`src/port_cde_mux_pkg.sv`:
```
package port_cde_mux_pkg;

    // ****************************************************************
    // Pin positions within each port
    // ****************************************************************
    localparam int PC_T3A_BIT   = 6;
    localparam int PC_T4A_BIT   = 7;
    localparam int PD_T4D_BIT   = 7;
    localparam int PD_T4DN_BIT  = 6;
    localparam int PD_XCK_BIT   = 5;
    localparam int PD_ICP_BIT   = 4;
    localparam int PD_TX_BIT    = 3;
    localparam int PD_RX_BIT    = 2;
    localparam int PD_SDA_BIT   = 1;
    localparam int PD_SCL_BIT   = 0;
    localparam int PE_IRQ6_BIT  = 6;

    // ****************************************************************
    // Timing
    // ****************************************************************
    localparam int CLK_PERIOD_NS   = 40;
    localparam int SPIKE_REJECT_NS = 50;
    // A pulse under the reject time can span this many samples, so the filter waits one more.
    localparam int SPIKE_CYCLES =
        (SPIKE_REJECT_NS + CLK_PERIOD_NS - 1) / CLK_PERIOD_NS;
    localparam int SPIKE_CNT_W  = 2;

    // ****************************************************************
    // Reset values
    // ****************************************************************
    localparam logic [7:0] PORT_RESET = 8'h00;
    localparam logic       FILT_RESET = 1'h1;

endpackage

```
`src/spike_filter.sv`:
```
module spike_filter (
    input  wire logic clk,
    input  wire logic rstSync,
    input  wire logic enable,
    input  wire logic din,
    output logic      dout
);

    // ****************************************************************
    // Glitch rejection
    // ****************************************************************
    // The output moves only after the input has differed from it on
    // SPIKE_CYCLES + 1 samples in a row, so shorter pulses never pass.
    logic [port_cde_mux_pkg::SPIKE_CNT_W-1:0] cnt_r;
    logic                                     differs;
    logic                                     settled;

    assign differs = enable && (din != dout);
    assign settled = (cnt_r == port_cde_mux_pkg::SPIKE_CNT_W'(port_cde_mux_pkg::SPIKE_CYCLES));

    always_ff @(posedge clk or negedge rstSync) begin
        if (!rstSync) begin
            cnt_r <= '0;
            dout  <= port_cde_mux_pkg::FILT_RESET;
        end else if (!enable) begin
            cnt_r <= '0;
            dout  <= din;
        end else if (!differs) begin
            cnt_r <= '0;
        end else if (settled) begin
            cnt_r <= '0;
            dout  <= din;
        end else begin
            cnt_r <= cnt_r + 1'b1;
        end
    end
endmodule

```
`src/port_cde_alt_function_mux.sv`:
```
// Functional notes
// - PC6 carries timer3 compare A when enabled.
// - PC6 carries inverted timer4 A if output.
// - PD7 carries timer4 D if output.
// - PD6 carries inverted timer4 D if output.
// - PD7/PD6 feed timer0/timer1 external clocks.
// - PD5 USART sync clock, direction selects output.
// - PD5 also feeds UART clear-to-send input.
// - PD4 feeds timer1 input capture.
// - Transmitter enabled forces PD3 output, no pull-up.
// - Receiver enabled forces PD2 input, latch pull-up.
// - Two-wire enable makes PD1 open-drain SDA.
// - Two-wire enable makes PD0 open-drain SCL.
// - Two-wire inputs spike-filtered below 50ns.
// - PD0 carries timer0 compare B otherwise.
// - PD0..3 feed interrupts, input kept enabled.
// - PE6 feeds interrupt six and comparator.
module port_cde_alt_function_mux (
    input  wire logic       clk,
    input  wire logic       nrst,
    // Port registers.
    input  wire logic [7:0] portcDirection,
    input  wire logic [7:0] portcOutputLatch,
    input  wire logic [7:0] portdDirection,
    input  wire logic [7:0] portdOutputLatch,
    input  wire logic [7:0] porteDirection,
    input  wire logic [7:0] porteOutputLatch,
    input  wire logic       globalPullupDisable,
    input  wire logic       sleepInputGate,
    // Peripheral controls and outputs.
    input  wire logic       timer3CmpAEnable,
    input  wire logic       timer3CmpAOut,
    input  wire logic       timer4CmpAEnable,
    input  wire logic       timer4CmpAOut,
    input  wire logic       timer4CmpDEnable,
    input  wire logic       timer4CmpDOut,
    input  wire logic       timer0CmpBEnable,
    input  wire logic       timer0CmpBOut,
    input  wire logic       usartSyncMode,
    input  wire logic       usartSyncClockOut,
    input  wire logic       usartTransmitterEnable,
    input  wire logic       usartTransmitData,
    input  wire logic       usartReceiverEnable,
    input  wire logic       twoWireEnable,
    input  wire logic       sdaOut,
    input  wire logic       sclOut,
    input  wire logic [3:0] extIrqEnableLow,
    input  wire logic       extIrqSixEnable,
    // Pins.
    input  wire logic [7:0] portcPinIn,
    output logic      [7:0] portcPinOut,
    output logic      [7:0] portcPinOe,
    output logic      [7:0] portcPullup,
    input  wire logic [7:0] portdPinIn,
    output logic      [7:0] portdPinOut,
    output logic      [7:0] portdPinOe,
    output logic      [7:0] portdPullup,
    output logic      [7:0] portdSlewLimit,
    input  wire logic [7:0] portePinIn,
    output logic      [7:0] portePinOut,
    output logic      [7:0] portePinOe,
    output logic      [7:0] portePullup,
    // Inputs seen by peripherals.
    output logic [7:0]      portcPinValue,
    output logic [7:0]      portdPinValue,
    output logic [7:0]      portePinValue,
    output logic            timer0ExtClockIn,
    output logic            timer1ExtClockIn,
    output logic            timer1CaptureInput,
    output logic            timer3CaptureInput,
    output logic            usartSyncClockIn,
    output logic            usartClearToSend,
    output logic            usartReceiveData,
    output logic            sdaIn,
    output logic            sclIn,
    output logic [3:0]      extIrqLowInput,
    output logic            extIrqSixInput,
    output logic            comparatorPinInput
);

    // ****************************************************************
    // Reset synchroniser
    // ****************************************************************
    logic rstMeta_r;
    logic rstSync;

    always_ff @(posedge clk or negedge nrst) begin
        if (!nrst) begin
            rstMeta_r <= 1'b0;
            rstSync   <= 1'b0;
        end else begin
            rstMeta_r <= 1'b1;
            rstSync   <= rstMeta_r;
        end
    end

    // ****************************************************************
    // Override signals per pin
    // ****************************************************************
    // Each port bit has pull-up, direction, value and input-enable
    // override pairs; a zero enable leaves the port register in charge.
    logic [7:0] cPuoe;
    logic [7:0] cPuov;
    logic [7:0] cDdoe;
    logic [7:0] cDdov;
    logic [7:0] cPvoe;
    logic [7:0] cPvov;
    logic [7:0] cDieoe;
    logic [7:0] cDieov;
    logic [7:0] dPuoe;
    logic [7:0] dPuov;
    logic [7:0] dDdoe;
    logic [7:0] dDdov;
    logic [7:0] dPvoe;
    logic [7:0] dPvov;
    logic [7:0] dDieoe;
    logic [7:0] dDieov;
    logic [7:0] ePuoe;
    logic [7:0] ePuov;
    logic [7:0] eDdoe;
    logic [7:0] eDdov;
    logic [7:0] ePvoe;
    logic [7:0] ePvov;
    logic [7:0] eDieoe;
    logic [7:0] eDieov;

    wire xckDrive = usartSyncMode && portdDirection[port_cde_mux_pkg::PD_XCK_BIT];
    wire t4aShown = timer4CmpAEnable && portcDirection[port_cde_mux_pkg::PC_T3A_BIT];
    wire t4dShown = timer4CmpDEnable && portdDirection[port_cde_mux_pkg::PD_T4D_BIT];
    wire t4dnShown = timer4CmpDEnable && portdDirection[port_cde_mux_pkg::PD_T4DN_BIT];
    wire t4aTrue = timer4CmpAEnable && portcDirection[port_cde_mux_pkg::PC_T4A_BIT];
    wire t0bShown = timer0CmpBEnable && !twoWireEnable;

    always_comb begin
        {cPuoe, cPuov, cDdoe, cDdov, cPvoe, cPvov, cDieoe, cDieov} = '0;
        {dPuoe, dPuov, dDdoe, dDdov, dPvoe, dPvov, dDieoe, dDieov} = '0;
        {ePuoe, ePuov, eDdoe, eDdov, ePvoe, ePvov, eDieoe, eDieov} = '0;
        // Timer3 compare A takes priority over the complementary timer4 A.
        cPvoe[6] = timer3CmpAEnable || t4aShown;
        cPvov[6] = timer3CmpAEnable ? timer3CmpAOut : !timer4CmpAOut;
        cPvoe[7] = t4aTrue;
        cPvov[7] = timer4CmpAOut;
        dPvoe[7] = t4dShown;
        dPvov[7] = timer4CmpDOut;
        dPvoe[6] = t4dnShown;
        dPvov[6] = !timer4CmpDOut;
        dDdoe[5] = xckDrive;
        dDdov[5] = 1'b1;
        dPvoe[5] = xckDrive;
        dPvov[5] = usartSyncClockOut;
        dPuoe[3] = usartTransmitterEnable;
        dDdoe[3] = usartTransmitterEnable;
        dDdov[3] = 1'b1;
        dPvoe[3] = usartTransmitterEnable;
        dPvov[3] = usartTransmitData;
        dPuoe[2] = usartReceiverEnable;
        dPuov[2] = portdOutputLatch[2] && !globalPullupDisable;
        dDdoe[2] = usartReceiverEnable;
        // Open drain: the pin is only ever driven low, direction carries data.
        dPuoe[1:0] = {2{twoWireEnable}};
        dPuov[1:0] = portdOutputLatch[1:0] & {2{!globalPullupDisable}};
        dDdoe[1:0] = {2{twoWireEnable}};
        dDdov[1]   = !sdaOut;
        dDdov[0]   = !sclOut;
        dPvoe[1]   = twoWireEnable;
        dPvoe[0]   = twoWireEnable || t0bShown;
        dPvov[0]   = twoWireEnable ? 1'b0 : timer0CmpBOut;
        dDieoe[3:0] = extIrqEnableLow;
        dDieov[3:0] = 4'hF;
        eDieoe[6]  = extIrqSixEnable;
        eDieov[6]  = 1'b1;
    end

    // ****************************************************************
    // Pin drivers, one generate loop over bits
    // ****************************************************************
    logic [7:0] cDir;
    logic [7:0] dDir;
    logic [7:0] eDir;
    logic [7:0] cIn;
    logic [7:0] dIn;
    logic [7:0] eIn;
    logic [7:0] cMeta_r;
    logic [7:0] dMeta_r;
    logic [7:0] eMeta_r;
    logic [7:0] cSync_r;
    logic [7:0] dSync_r;
    logic [7:0] eSync_r;

    for (genvar i = 0; i < 8; i++) begin : g_bit
        assign cDir[i] = cDdoe[i] ? cDdov[i] : portcDirection[i];
        assign dDir[i] = dDdoe[i] ? dDdov[i] : portdDirection[i];
        assign eDir[i] = eDdoe[i] ? eDdov[i] : porteDirection[i];
        assign portcPinOe[i]  = cDir[i];
        assign portdPinOe[i]  = dDir[i];
        assign portePinOe[i]  = eDir[i];
        assign portcPinOut[i] = cPvoe[i] ? cPvov[i] : portcOutputLatch[i];
        assign portdPinOut[i] = dPvoe[i] ? dPvov[i] : portdOutputLatch[i];
        assign portePinOut[i] = ePvoe[i] ? ePvov[i] : porteOutputLatch[i];
        assign portcPullup[i] = cPuoe[i] ? cPuov[i] :
            (!cDir[i] && portcOutputLatch[i] && !globalPullupDisable);
        assign portdPullup[i] = dPuoe[i] ? dPuov[i] :
            (!dDir[i] && portdOutputLatch[i] && !globalPullupDisable);
        assign portePullup[i] = ePuoe[i] ? ePuov[i] :
            (!eDir[i] && porteOutputLatch[i] && !globalPullupDisable);
        // Input path is gated in sleep unless an override keeps it alive.
        assign cIn[i] = (cDieoe[i] ? cDieov[i] : !sleepInputGate) && cSync_r[i];
        assign dIn[i] = (dDieoe[i] ? dDieov[i] : !sleepInputGate) && dSync_r[i];
        assign eIn[i] = (eDieoe[i] ? eDieov[i] : !sleepInputGate) && eSync_r[i];
    end

    assign portdSlewLimit = {6'h00, {2{twoWireEnable}}};

    always_ff @(posedge clk or negedge rstSync) begin
        if (!rstSync) begin
            cMeta_r <= port_cde_mux_pkg::PORT_RESET;
            dMeta_r <= port_cde_mux_pkg::PORT_RESET;
            eMeta_r <= port_cde_mux_pkg::PORT_RESET;
            cSync_r <= port_cde_mux_pkg::PORT_RESET;
            dSync_r <= port_cde_mux_pkg::PORT_RESET;
            eSync_r <= port_cde_mux_pkg::PORT_RESET;
        end else begin
            cMeta_r <= portcPinIn;
            dMeta_r <= portdPinIn;
            eMeta_r <= portePinIn;
            cSync_r <= cMeta_r;
            dSync_r <= dMeta_r;
            eSync_r <= eMeta_r;
        end
    end

    // ****************************************************************
    // Peripheral input routing
    // ****************************************************************
    logic sdaFilt;
    logic sclFilt;

    spike_filter u_sdaFilter (
        .clk     (clk),
        .rstSync (rstSync),
        .enable  (twoWireEnable),
        .din     (dSync_r[port_cde_mux_pkg::PD_SDA_BIT]),
        .dout    (sdaFilt)
    );

    spike_filter u_sclFilter (
        .clk     (clk),
        .rstSync (rstSync),
        .enable  (twoWireEnable),
        .din     (dSync_r[port_cde_mux_pkg::PD_SCL_BIT]),
        .dout    (sclFilt)
    );

    assign portcPinValue      = cIn;
    assign portdPinValue      = dIn;
    assign portePinValue      = eIn;
    assign timer0ExtClockIn   = dIn[port_cde_mux_pkg::PD_T4D_BIT];
    assign timer1ExtClockIn   = dIn[port_cde_mux_pkg::PD_T4DN_BIT];
    assign timer1CaptureInput = dIn[port_cde_mux_pkg::PD_ICP_BIT];
    assign timer3CaptureInput = cIn[port_cde_mux_pkg::PC_T4A_BIT];
    assign usartSyncClockIn   = usartSyncMode && !xckDrive && dIn[5];
    assign usartClearToSend   = dIn[port_cde_mux_pkg::PD_XCK_BIT];
    assign usartReceiveData   = dIn[port_cde_mux_pkg::PD_RX_BIT];
    assign sdaIn              = sdaFilt;
    assign sclIn              = sclFilt;
    assign extIrqLowInput     = dIn[3:0];
    assign extIrqSixInput     = eIn[port_cde_mux_pkg::PE_IRQ6_BIT];
    // Analog path bypasses the input gate, here modelled by the synced level.
    assign comparatorPinInput = eSync_r[port_cde_mux_pkg::PE_IRQ6_BIT];
endmodule

```
`config.mk`:
```
export PLATFORM = sky130hd
export DESIGN_NAME = port_cde_alt_function_mux
export DESIGN_NICKNAME = d
export VERILOG_FILES = /design/src/port_cde_mux_pkg.sv /design/src/spike_filter.sv /design/src/port_cde_alt_function_mux.sv
export SDC_FILE = /design/constraint.sdc
export NUM_CORES = 1
export LEC_CHECK = 0
export BUFFER_PORTS_ARGS = -buffer_cell sky130_fd_sc_hd__buf_2
export CORE_AREA = 2 2 84 86
export CTS_CLUSTER_SIZE = 14
export DETAILED_ROUTE_END_ITERATION = 12
export DIE_AREA = 0 0 86 88
export PLACE_DENSITY = 0.89
export SYNTH_ARGS = -nofsm -noshare
export SYNTH_HDL_FRONTEND = slang
export SYNTH_HIERARCHICAL = 1
export SYNTH_SLANG_ARGS = --single-unit
```
`constraint.sdc`:
```
create_clock -name clk -period 2.65 [get_ports clk]
set_clock_uncertainty 0.15 [all_clocks]
set_input_delay 0 -clock clk [delete_from_list [all_inputs] [get_ports clk]]
set_output_delay 0 -clock clk [all_outputs]
set_load 0.005 [all_outputs]
```
==> results of run 1 <==
[power by group]
part / leakage [nW] / switching [mW] / total [mW] / internal (mW)
Sequential: 0.657 / 0.0211 / 0.925 / 0.904
Combinational: 1.29 / 0.146 / 0.326 / 0.181
Clock: 0.0463 / 0.290 / 0.484 / 0.194
[area by class of cell]
type                       instances  area (um^2)  area share (%)
timing repair buffer             239         1340            37.2
clock buffer                       5         68.8            1.91
inverter                          11         41.3            1.14
tap                               80          100            2.77
sequential                        56         1410            38.9
clock inverter                     3         27.5           0.763
multi-input combinational         86          626            17.3
[path summary, 6_finish.rpt]
check                                    startpoint                to  slack (ps)
max in group asynchronous                   rstSync        eMeta_r[2]        1420
worst max register to register              rstSync        eMeta_r[2]        1420
worst min register to register              rstSync        dMeta_r[5]         140
worst max-delay path                     dSync_r[0]  portdPinValue[0]        1250
min in group asynchronous                   rstSync        dMeta_r[5]         140
worst min-delay path            porteOutputLatch[5]    portePinOut[5]          30
[metal layers]
metal | GRT usage [%] | part of all wire, % | up-vias | routed length (um)
li1 | - | - | 986 | -
met5 | 0 | 0 | - | 0
met4 | 5.19 | 1.4 | 0 | 105
met1 | 20.2 | 36 | 1033 | 2700
met2 | 35.0 | 54 | 115 | 4030
met3 | 4.62 | 8.4 | 7 | 627
[registers in the layout (all words and copies together) (netlist names), 2 cells and up]
register           count
eSync_r                8
cSync_r                8
dMeta_r                8
eMeta_r                8
u_sclFilter/cnt_r      2
dSync_r                8
cMeta_r                8
u_sdaFilter/cnt_r      2
[metrics by stage]
| stage | utilization (%) | setup slack (ps) |
|---|---|---|
| after CTS | 54.3 | 1340 |
| after global placement | 48.7 | 1490 |
| after floorplan | - | 829 |
| after detailed placement | 48.7 | 1450 |
| after global routing | 54.3 | 1180 |
| final | 54.3 | 1250 |
[cell families after synthesis]
group           Yosys count  share of synthesized area (%)
simple gates             56                           15.6
mux                      10                           4.31
flops                    56                           56.2
compound gates           11                           3.36
other cells               2                          0.301
buf+inv                  71                           19.5
xor+xnor                  2                          0.701
[cells in the mapped netlist, drive strengths merged, types with 2 or more instances]
cell	n	area share [%]
buf	58	18
dfrtp	54	54
nor2b	21	5.3
nor3b	21	6.5
inv	11	1.7
a21boi	6	1.8
mux2	6	2.7
mux2i	4	1.6
nand2	4	0.60
and3b	2	0.70
and4bb	2	1.0
clkbuf	2	0.35
conb	2	0.30
dfstp	2	2.1
nor4b	2	0.70
o211a	2	0.80
o21ai	2	0.40
xnor2	2	0.70
==> results.cfg, run 1 <==
[worst_setup_path]
path_buf_inv = 1
cpPeakStageDelay_ps = 380
reg2reg_depth = 1
crit_type = flop to output port
start_kind = flop
end_kind = output port
arrival_ps = 1250
cp_slowest_cell = dfrtp_1
crit_required_ps = 2500
cp_max_fo = 3
cp.depth = 2
critPathTopFamily = flip-flops
path_cells = a21boi_0 > buf_2

[layout]
layout.nets = 496
final_common_cell = buf_2
fin_cells = 480
syn_to_final_growth_pct = 44.5
final_cell_mix = 209 x buf_2, 53 x dfrtp_1, 28 x dlygate4sd3_1, 21 x nor2b_1, 20 x nor3b_1
num_antenna_cells = 0
fill_cells = 548
drive_gt1_share_pct = 57.8
final_area_mm2 = 0.00361

[placed_design]
port_buffers = 209
place.gp.congestion = 0.688
place_area_mm2 = 0.00323
dp_cells = 444
dp_hpwl_um = 4910

[die]
die_area_mm2 = 0.00757
die_y_um = 88
coreArea_mm2 = 0.00664
die_width_um = 86
pin_count = 216
start_util_pct = 37.6
num_rows = 30

[detailed_routing]
drt-total-wl_um = 7460
firstDrtPassIters = 4
ant_nets = 0
vias = 2141
drt_iter0_markers = 10
drt-vias-per-instance = 4.46
wl_per_cell_um = 15.5
drc = 0

[power_and_ir_drop]
power_density_mw_per_mm2 = 481
total_power_mw = 1.74
ir_drop_mv = 0.543
p_leak_nw = 1.99

[grt]
grt_start_max_net_pins = 25
grtUsageTotal_pct = 18.4
overflow = 0
grt_antenna_before_repair = 0
grt_pass1_vias = 2101
grt_pass1_wl_um = 10600

[clock_network]
cts_max_level = 2
clk_path_buf_depth = 2
clk_pin_slew_ps = 90
cts_buffers = 5
cts.sinks = 56
tritoncts = built
cts_root_buf = clkbuf_8
ctsResizeCount = 0
post_cts_buffers = 0
clk_latency_ps = 310
holdBufCountCts = 28

[yosys]
synth-seq-area-share_pct = 56.2
synth-async-reset-ratio_pct = 100
synth_edf_count = 0
syn_area_mm2 = 0.00250
synth_warnings = 6
synth-main-ff-cell = dfrtp_1
ys_ff_latch = 56
syn_inst = 208
syn_avg_cell_area_um2 = 12.0
yosysUniqueCellTypes = 27

[sta]
whs_ps = 27.2
max_freq_mhz = 715
finalMaxSlewViolations = 0
grt_setup_unrepaired = no
min_period_ps = 1400
min_period_over_period_pct = 52.8
finalSetupViolations = 0
setup_tns_ps = 0
finalHoldViolCount = 0

[job]
cap_violations = 0

[outcome]
outcome = complete, no violations

[hold_path]
min_path_cells = 2
hp-class = input port to output port
No activity file was read; power rests on OpenSTA's default activity.
==> run 2, diff against run 1 <==
--- a/config.mk
+++ b/config.mk
@@ -6,11 +6,11 @@
 export NUM_CORES = 1
 export LEC_CHECK = 0
 export BUFFER_PORTS_ARGS = -buffer_cell sky130_fd_sc_hd__buf_2
-export CORE_AREA = 2 2 84 86
+export CORE_MARGIN = 2
+export CORE_UTILIZATION = 34
 export CTS_CLUSTER_SIZE = 14
 export DETAILED_ROUTE_END_ITERATION = 12
-export DIE_AREA = 0 0 86 88
-export PLACE_DENSITY = 0.89
+export PLACE_DENSITY = 0.85
 export SYNTH_ARGS = -nofsm -noshare
 export SYNTH_HDL_FRONTEND = slang
 export SYNTH_HIERARCHICAL = 1
==> constraint.sdc (replaced) <==
create_clock -name clk -period 1.2 [get_ports clk]
set_clock_uncertainty 0.15 [all_clocks]
set_input_delay 0 -clock clk [delete_from_list [all_inputs] [get_ports clk]]
set_output_delay 0 -clock clk [all_outputs]
set_load 0.005 [all_outputs]
==> results.cfg, run 2 (synthesized netlist as in run 1, its figures left out) <==
[die]
die_area_mm2 = 0.00805
num_rows = 31
start_util_pct = 34.8
die_width_um = 89.7
die_y_um = 89.7
pin_count = 216
coreArea_mm2 = 0.00718

[worst_setup_path]
reg2reg_depth = 2
crit_required_ps = 1240
arrival_ps = 1280
rr_startpoint = u_sdaFilter/dout
start_kind = flop
r2r_slack_ps = -30
end_kind = flop
crit_type = flop to flop
cp_max_fo = 3
r2r-end = u_sdaFilter/cnt_r[1]

[sta]
whs_ps = 15.1
setup_tns_ps = -203
max_freq_mhz = 810
min_period_over_period_pct = 103
finalHoldViolCount = 0
min_period_ps = 1230
grt_setup_unrepaired = yes
finalSetupViolations = 11
fin_ws_ps = -34.7
finalMaxSlewViolations = 0

[grt]
overflow = 0
grt_pass1_vias = 2159
grt_antenna_before_repair = 1
grtUsageTotal_pct = 16.5
grt_pass1_wl_um = 10600
grt_start_max_net_pins = 26

[power_and_ir_drop]
seq_power_share_pct = 51.5
switching_share_pct = 23.2
power_density_mw_per_mm2 = 1060
p_leak_nw = 2.05
ir_drop_mv = 0.853
p_sw_mw = 0.919
pwr-share-comb_pct = 18.9
pwr-share-clk_pct = 29.7
p_int_mw = 3.04

[detailed_routing]
firstDrtPassIters = 4
drt-vias-per-instance = 4.19
ant_nets = 0
wl_met3_um = 602
m1WireLength_um = 2430
top_layer_used = met4
wl_met2_um = 3630
drc = 0
drt_iter0_markers = 33
wl_per_cell_um = 13.4
drt-total-wl_um = 6780
vias = 2122

[outcome]
violations = negative setup slack
outcome = finished with violations

[layout]
layout.nets = 502
syn_to_final_growth_pct = 49.9
final_common_cell = buf_2
drive_gt1_share_pct = 59.1
final_cell_mix = 206 x buf_2, 53 x dfrtp_1, 28 x dlygate4sd3_1, 20 x nor2b_1, 20 x nor3b_1

[clock_network]
cts_root_buf = clkbuf_8
tritoncts = built
clk_latency_ps = 300
cts_max_level = 2
cts_buffers = 5
clk_path_buf_depth = 2
cts.sinks = 56
clk_pin_slew_ps = 90

[hold_path]
hp-class = input port to flop
min_to = u_sclFilter/cnt_r[1]
min_path_cells = 2
hold_start = twoWireEnable

[job]
cap_violations = 0

[placed_design]
place.gp.congestion = 0.689
dp_hpwl_um = 5100
port_buffers = 209
==> run 2: metrics by stage <==
stage	total power, mW	std cells	worst slack, ps	util [%]	instance area [um^2]
6_report	3.96	506	-34.7	52.2	3740
5_1_grt	4.16	506	-93.3	52.2	3740
4_1_cts	3.99	503	-67.3	51.8	3720
3_5_place_dp	2.73	467	11.1	46.0	3300
3_3_place_gp	2.70	467	36.6	46.0	3300
2_1_floorplan	2.43	213	32.0	-	2520
==> run 2: repair_timing <==
item                                   CTS  global route
resized for setup                        6             5
setup endpoints to repair               12            15
setup buffers                            0             2
endpoints found under the hold margin   33             0
pin swaps                                2             3
hold buffers                            28             0
==> run 2: worst max path at each step <==
stage | slack, ps | start | cells past startpoint | endpoint
CTS | -70 | dSync_r[5] | 3 | usartSyncClockIn
detailed placement | 10 | u_sdaFilter/dout | 2 | u_sdaFilter/cnt_r[1]
floorplan | 30 | u_sclFilter/dout | 2 | u_sclFilter/cnt_r[1]
global route | -90 | dSync_r[5] | 3 | usartSyncClockIn
finish | -30 | u_sdaFilter/dout | 2 | u_sdaFilter/cnt_r[1]
global placement | 40 | u_sdaFilter/dout | 2 | u_sdaFilter/cnt_r[1]
==> run 2: power groups by stage <==
| stage | Sequential [mW] | Clock [mW] | Combinational [mW] |
|---|---|---|---|
| 4_1_cts | 2.04 | 1.21 | 0.739 |
| 6_report | 2.04 | 1.17 | 0.747 |
| 3_3_place_gp | 2.07 | 0 | 0.634 |
| 5_1_grt | 2.05 | 1.29 | 0.819 |
| 3_5_place_dp | 2.08 | 0 | 0.650 |
| 2_1_floorplan | 2.09 | 0 | 0.340 |
==> run 2: layout make-up <==
class,count,area (um^2)
well taps,99,124
repair buffers,245,1420
inverters,11,41.3
fillers,632,3430
multi-input cells,86,643
diodes,1,2.50
clock inverters,3,42.5
clock buffers,5,68.8
flip-flops and latches,56,1410
==> run 2: routing by layer <==
metal | up-vias | track usage, %
li1 | 1000 | -
met1 | 976 | 17.5
met2 | 134 | 30.9
met3 | 12 | 5.03
met4 | 0 | 5.38
met5 | - | 0
==> run 2: worst max-delay path, cell delays in order (launching register included) <==
cell	delay, ps
dfstp_2	550
xnor2_1	160
and4bb_2	260
